[src/logic/lpi_defines.svh]
// Constants for the LED PWM intensity and blink block
`ifndef LPI_DEFINES_SVH
`define LPI_DEFINES_SVH
// ==========================================================
// Intensity codes and combined register layout
`define LPI_CODE_STATIC   4'hf
`define LPI_CODE_HALF     4'h7
`define LPI_MASTER_OFF    4'h0
`define LPI_MASTER_MSB    7
`define LPI_MASTER_LSB    4
`define LPI_GLOBAL_MSB    3
`define LPI_GLOBAL_LSB    0
`define LPI_INTENS_RESET  8'h00
// ==========================================================
// PWM frame: 16 sub-slots per master slot, 15 master slots
`define LPI_SUB_LAST      4'hf
`define LPI_SLOT_LAST     4'he
`define LPI_AUX_INDEX     16
// ==========================================================
// Timing: one PWM sub-slot lasts this long
`define LPI_CLK_PERIOD_NS 10
`define LPI_SLICE_NS      40
`define LPI_SLICE_CYCLES  (`LPI_SLICE_NS / `LPI_CLK_PERIOD_NS)
`endif

[src/logic/lpi_pkg.sv]
// Types shared by the LED PWM intensity and blink block
package lpi_pkg;
	// ==========================================================
	// Types
	typedef logic [3:0] lpi_code_t;
	typedef logic [7:0] lpi_intens_t;
	typedef enum logic [0:0] {
		LPI_STOPPED = 1'b0,
		LPI_RUNNING = 1'b1
	} lpi_osc_e;
endpackage

[src/logic/lpi_pwm.sv]
// LED PWM intensity generator with two-phase blink level select
`timescale 1ns/100ps
`include "lpi_defines.svh"

module lpi_pwm #(
	parameter int NUM_PORTS    = 16,
	parameter int SLICE_CYCLES = `LPI_SLICE_CYCLES
) (
	// Clock and reset
	input  wire logic                      ref_clk,
	input  wire logic                      rst,
	// Configuration
	input  wire logic                      global_mode,
	input  wire logic                      blink_enable,
	input  wire logic                      blink_phase,
	input  wire logic [NUM_PORTS:0]        phase0_level,
	input  wire logic [NUM_PORTS:0]        phase1_level,
	input  wire logic [NUM_PORTS*4-1:0]    port_intensity,
	// Combined master and auxiliary intensity register
	input  wire logic                      intens_wr,
	input  wire lpi_pkg::lpi_intens_t      intens_wdata,
	output lpi_pkg::lpi_intens_t           intens_rdata,
	// Open-drain pins, index NUM_PORTS is the auxiliary output
	output logic      [NUM_PORTS:0]        pin_out,
	output logic      [NUM_PORTS:0]        pin_oe,
	// Status
	output logic                           osc_running
);
	import lpi_pkg::*;

	// ==========================================================
	// Functions

	// Low-drive decision for one pin; code F bypasses PWM entirely
	function automatic logic drive_low(input lpi_code_t code, input logic level,
			input logic run, input logic active, input lpi_code_t sub);
		logic low_win;
		low_win = (sub <= code);
		if (code == `LPI_CODE_STATIC)
			drive_low = ~level;
		else if (!run)
			drive_low = 1'b0;
		else
			drive_low = active & (low_win ^ level);
	endfunction

	// ==========================================================
	// Combined intensity register

	lpi_intens_t intens;
	lpi_code_t   master;
	lpi_code_t   aux_code;

	assign master   = intens[`LPI_MASTER_MSB:`LPI_MASTER_LSB];
	assign aux_code = intens[`LPI_GLOBAL_MSB:`LPI_GLOBAL_LSB];

	// Written whole, read back whole
	always_ff @(posedge ref_clk) begin
		if (rst)
			intens <= `LPI_INTENS_RESET;
		else if (intens_wr)
			intens <= intens_wdata;
	end

	always_ff @(posedge ref_clk) begin
		if (rst)
			intens_rdata <= `LPI_INTENS_RESET;
		else if (intens_wr)
			intens_rdata <= intens_wdata;
		else
			intens_rdata <= intens;
	end

	// ==========================================================
	// Oscillator state and PWM frame counters

	lpi_osc_e  osc;
	lpi_osc_e  next_osc;
	logic [$clog2(SLICE_CYCLES+1)-1:0] pre;
	lpi_code_t sub;
	lpi_code_t slot;
	logic      tick;

	// Master zero parks the oscillator so nothing toggles
	always_comb begin
		case (osc)
			LPI_STOPPED: next_osc = (master != `LPI_MASTER_OFF) ? LPI_RUNNING : LPI_STOPPED;
			LPI_RUNNING: next_osc = (master == `LPI_MASTER_OFF) ? LPI_STOPPED : LPI_RUNNING;
			default:     next_osc = LPI_STOPPED;
		endcase
	end

	always_ff @(posedge ref_clk) begin
		if (rst)
			osc <= LPI_STOPPED;
		else
			osc <= next_osc;
	end

	assign tick = (pre == ($bits(pre))'(SLICE_CYCLES - 1));

	// Prescaler sets the length of one sixteenth
	always_ff @(posedge ref_clk) begin
		if (rst || osc == LPI_STOPPED || tick)
			pre <= '0;
		else
			pre <= pre + 1'b1;
	end

	// Sixteen sub-slots per master slot, fifteen master slots per frame
	always_ff @(posedge ref_clk) begin
		if (rst || osc == LPI_STOPPED) begin
			sub  <= '0;
			slot <= '0;
		end else if (tick) begin
			sub <= sub + 1'b1;
			if (sub == `LPI_SUB_LAST)
				slot <= (slot == `LPI_SLOT_LAST) ? '0 : slot + 1'b1;
		end
	end

	// ==========================================================
	// Per-pin drive

	logic [NUM_PORTS:0] next_oe;
	logic               master_active;

	// Master value M lets the first M of 15 slots carry PWM
	assign master_active = (slot < master);

	always_comb begin
		lpi_code_t code;
		logic      level;
		code    = '0;
		level   = 1'b0;
		next_oe = '0;
		for (int i = 0; i <= NUM_PORTS; i++) begin
			if (global_mode || i == NUM_PORTS)
				code = aux_code;
			else
				code = port_intensity[i*4 +: 4];
			// Blink phase picks the on-time level bit
			level = (blink_enable && blink_phase) ? phase1_level[i]
			                                      : phase0_level[i];
			next_oe[i] = drive_low(code, level, osc == LPI_RUNNING, master_active, sub);
		end
	end

	// Pins only ever sink; the data line stays low and the enable switches
	always_ff @(posedge ref_clk) begin
		if (rst) begin
			pin_oe  <= '0;
			pin_out <= '0;
		end else begin
			pin_oe  <= next_oe;
			pin_out <= '0;
		end
	end

	always_ff @(posedge ref_clk) begin
		if (rst)
			osc_running <= 1'b0;
		else
			osc_running <= (next_osc == LPI_RUNNING);
	end
endmodule

[config.mk]
export PLATFORM = sky130hd
export DESIGN_NAME = lpi_pwm
export DESIGN_NICKNAME = d
export VERILOG_FILES = /design/src/logic/lpi_pkg.sv /design/src/logic/lpi_pwm.sv
export VERILOG_INCLUDE_DIRS = /design/src /design/src/logic
export SDC_FILE = /design/constraint.sdc
export NUM_CORES = 1
export LEC_CHECK = 0
export ABC_AREA = 1
export BUFFER_PORTS_ARGS = -buffer_cell sky130_fd_sc_hd__buf_4
export CAP_MARGIN = 20
export CORE_MARGIN = 1
export CORE_UTILIZATION = 47
export DETAILED_ROUTE_END_ITERATION = 10
export GPL_ROUTABILITY_DRIVEN = 0
export PLACE_DENSITY = 0.84
export SYNTH_ARGS = -nofsm -noshare
export SYNTH_HDL_FRONTEND = slang
export SYNTH_SLANG_ARGS = --single-unit
[constraint.sdc]
create_clock -name ref_clk -period 1.7 [get_ports ref_clk]
set_input_delay 0.425 -clock ref_clk [delete_from_list [all_inputs] [get_ports ref_clk]]
set_output_delay 0.425 -clock ref_clk [all_outputs]
set_load 0.01 [all_outputs]
==> Yosys cells after proc, flatten, opt, wreduce, memory -nomap -nowiden <==
Cells that the tools add are included.
{ "totals": {"input_bits": 112, "reg_bits": 37, "elab_cells": 176, "out_inout_bits": 43} }
{ "classes": {"bitwise_logic": 52, "n_mux": 71, "n_lt_le_gt_ge": 18, "n_eq_ne": 20, "n_reduce_logical": 6, "n_addsub": 3} }
{ "op_table": {"columns": ["cell", "count"], "rows": [
  ["== test 4 bit (second input constant)", 19],
  ["less-or-equal comparator 4 bit", 17],
  ["2-to-1 mux 4 bit", 17],
  ["2-to-1 mux 1 bit", 53],
  ["inverter 1 bit", 18],
  ["AND 1 bit", 17],
  ["XOR 1 bit", 17],
  ["adder 4 x 1 -> 4 bit (second input constant)", 2],
  ["zero test 4 bit", 1],
  ["less-than comparator 4 bit", 1],
  ["nonzero test 4 bit", 1],
  ["adder 3 x 1 -> 3 bit (second input constant)", 1],
  ["== test 3 x 2 -> 1 bit (second input constant)", 1],
  ["logical OR 1 bit", 2],
  ["case mux 1 bit (2 select lines)", 1],
  ["AND reduction 2 bit", 1],
  ["logical AND 1 bit", 1]
]} }

==> Logic depth before layout (Yosys ltp) <==
{ "logic_depth": {"ltp_word": 6, "ltp_mapped": 14, "ltp_nobuf": 13} }

==> Least setup slack after synthesis <==
Ideal clock, no wire load.
{ "synth_timing": {"path_type": "input port to flip-flop", "start": "input global_mode", "end": "register pin_oe[14]", "t_required_ns": 1.568, "arrival_ns": 1.605, "setup_time_ns": 0.132, "slack_ns": -0.037, "path_stages": 13, "path_buffers": 1, "path_cell_list": "inv_2 > buf_2 > nand2_1 > nand2_1 > inv_1 > ha_1 > nand2_1 > inv_1 > nand2_1 > nand2_1 > nand3_1 > nand4_1 > a21oi_1"} }
{ "synth_between": {"elab_chain_cells": 6, "elab_cells_between_ends": 7, "classes_between": "order compare: 1; eq/ne: 1; mux: 3; bitwise: 2"} }
{ "synth_lines": {"columns": ["element", "line", "text"], "rows": [
  ["start: declaration", "lpi_pwm.sv:13", "input wire logic global_mode,"],
  ["2-to-1 mux 4 bit *", "lpi_pwm.sv:138", "if (global_mode || i == NUM_PORTS)"],
  ["less-or-equal comparator 4 bit", "lpi_pwm.sv:38", "low_win = (sub <= code);"],
  ["XOR 1 bit", "lpi_pwm.sv:44", "drive_low = active & (low_win ^ level);"],
  ["AND 1 bit", "lpi_pwm.sv:44", null],
  ["2-to-1 mux 1 bit", "lpi_pwm.sv:41", "else if (!run)"],
  ["2-to-1 mux 1 bit *", "lpi_pwm.sv:39", "if (code == `LPI_CODE_STATIC)"],
  ["end signal: assignment", "lpi_pwm.sv:155", "pin_oe <= next_oe;"],
  ["end: declaration", "lpi_pwm.sv:25", "output logic [NUM_PORTS:0] pin_oe,"]
]} }
Mark *: on every way between the ends. The rest lies on a longest branch, timed or not.
A chain may end at the register's enable or synchronous reset.

==> out/metrics.cfg <==
[status]
outcome = finished, violations left
violations = setup timing

[global_route]
grt_pass1_vias = 4891
grt_pass1_wl_um = 21300
overflow = 0
antenna_found_initial = 0
track_usage = 0.266
grt_max_degree = 36

[yosys]
yosysTopAreaCell = nand2_1
synth_compound_area_frac = 0.0942
synth_cells = 805
yosys_warnings = 0
netlist_area_um2 = 4610
synthXorXnorAreaFrac = 0
synth_top_area_share = 0.260
synth_fa_ha_area_frac = 0.201
ys_seq_elements = 37
yosysUniqueCellTypes = 19
avgSynthCellArea_um2 = 5.72
synthMuxAreaShare = 0
synth_simple_gate_area_frac = 0.367
synth_top_family_by_area = simple AND/OR/NAND/NOR gates
seq_area_frac_synth = 0.161
netlist_top_cells_area = nand2_1 (26%), ha_1 (20%), dfxtp_1 (16%)

[die]
die-area_um2 = 10200
top_level_ports = 155
rows = 35
initial_core_util = 0.492
coreArea_um2 = 9370
die_w_um = 101
die_h_um = 101

[detailed_routing]
drtIter0Drc = 366
drt_wl_total_um = 16700
num_vias = 5781
first_pass_iters = 5
drc_errors = 0
vias_per_cell = 5.21
wl_per_cell_um = 15.0
drtAntennaViolNets = 0

[final_layout]
synthToLayoutAreaGrowth_pct = 54.2
mostFrequentLayoutCell = nand2_1
fin_nets = 1165
fillers = 707
most-common-layout-cells = nand2_1 (249), buf_4 (169), inv_1 (106)
n_antenna_cell = 0
drive_above_1_share = 0.366
final_core_util = 0.758
multi_input_area_um2 = 3920
seqCellArea_um2 = 746

[timing]
max_freq_mhz = 561
report.final.slew_viol_count = 0
hold_violations = 0
finClkSkew_ns = 0.0161
relSlewSlack = 0.613
tightest_slew_ns = 0.574
period_share = 1.05
finalSetupTns_ns = -0.114
setup_viol = 3
fin_ws_ns = -0.0835
layout_min_cycle_time_ns = 1.78
rsz0062_at_grt = true

[worst_setup_path]
critPathLaunchType = flop
crit_path_top_delay_cell = dfxtp_2
crit_top_cell = nand2_1
cp_max_fo = 8
max_stage_delay_ns = 0.36
worst_setup_path_end_kind = flop
r2r_cells = 13
critPathKind = flop to flop
crit_path_cell_trace = nand2_4 > buf_12 > nand2_2 > inv_2 > ha_4 > nand2_1 > nand2_1 > nand2_2 > nand2_1 > nand2_1 > nand2_1 > nand4_1 > a21oi_2
crit_required_ns = 1.94
cp.arrival_ns = 2.02

[clock_network]
clk_latency_ns = 0.31
cts_tree = built
cts_root_buf = clkbuf_8
numCtsBuffers = 5
htree_levels = 2
path_clk_slew_ns = 0.09
clk_path_buf_depth = 2
clkSinkCount = 37

[power_and_ir_drop]
pwr_density_cell_nw_per_um2 = 444
ir_worst_vdd_mv = 0.314
p_leak_nw = 3.78

[hold_path]
hold_depth = 2
holdCritPathClass = input port to flop

[place]
hpwl_um = 10100
portBuffers = 137
pre_cts_slack_ns = -0.241

[job]
drv_cap = 0

## cells in the mapped netlist
cell      instances
a21boi_4          1
buf_6             5
ha_1             74
clkbuf_1          5
inv_2             2
o21ai_0          30
buf_2             7
buf_4            18
nand3_1          37
conb_1            1
nand2_1         319
inv_1           149
a31oi_1           1
nor3_1            3
nand4_1          20
dfxtp_1          37
nor2_1           45
a311oi_1          1
a21oi_1          50
## per-layer routing
layer | track usage | vias up | share of wire
met5 | 0 | - | 0
li1 | - | 2816 | -
met1 | 0.324 | 2600 | 0.38
met2 | 0.485 | 301 | 0.49
met3 | 0.0423 | 64 | 0.086
met4 | 0.0647 | 0 | 0.037
## state kept, by name (all words and copies together) (netlist names)
register and cells:
pin_oe 17, intens_rdata 8, slot 4, sub 4
pre 3, osc_running 1
## where the power goes
part | switching [mW] | total (mW) | internal, mW
registers | 0.0214 | 0.928 | 0.906
clock network | 0.417 | 0.709 | 0.293
logic | 0.824 | 1.51 | 0.690
total | 1.26 | 3.15 | 1.89
## per-stage QoR
| step | hold slack, ns | cells | instance area [um2] | power, mW |
|---|---|---|---|---|
| 3_5_place_dp | 0.413 | 1091 | 6010 | 2.12 |
| 6_report | 0.301 | 1109 | 7110 | 3.15 |
| 5_1_grt | 0.307 | 1109 | 7110 | 3.35 |
| 4_1_cts | 0.303 | 1099 | 6100 | 2.81 |
| 3_3_place_gp | 0.412 | 1091 | 6010 | 2.09 |
| 2_1_floorplan | 0.399 | 821 | 4670 | 1.65 |
## cells by family after synthesis
group / Yosys count
and+or+nand+nor: 424
buffers and inverters: 186
AOI/OAI and AO/OA: 83
adders and majority gates: 74
DFF: 37
other: 1
## critical path: cells and delay by family, from the launching register on
| kind | cells | cell delay [ns] |
|---|---|---|
| and+or+nand+nor | 9 | 0.67 |
| DFF | 1 | 0.36 |
| adders and majority gates | 1 | 0.26 |
| buffers and inverters | 2 | 0.21 |
| AOI/OAI and AO/OA | 1 | 0.20 |
## repair_timing
action | CTS | global route
hold buffers | 0 | 0
setup endpoints to repair | 0 | 17
resized for setup | 0 | 204
setup buffers | 0 | 4
## path summary, 6_finish.rpt
kind	startpoint	slack [ns]	to
worst max-delay path	intens_rdata[1]	-0.08	pin_oe[8]
worst min-delay path	rst	0.30	osc_running
worst max register to register	intens_rdata[1]	-0.08	pin_oe[8]
worst min register to register	pre[0]	0.43	pre[0]
## cell type report
type | count | share of cell area
Multi-Input combinational cell | 598 | 0.551
Tap cell | 129 | 0.0227
Clock buffer | 5 | 0.00968
Inverter | 151 | 0.0829
Clock inverter | 3 | 0.00299
Sequential cell | 37 | 0.105
Timing Repair Buffer | 186 | 0.226
(Power assumes the default switching activity.)
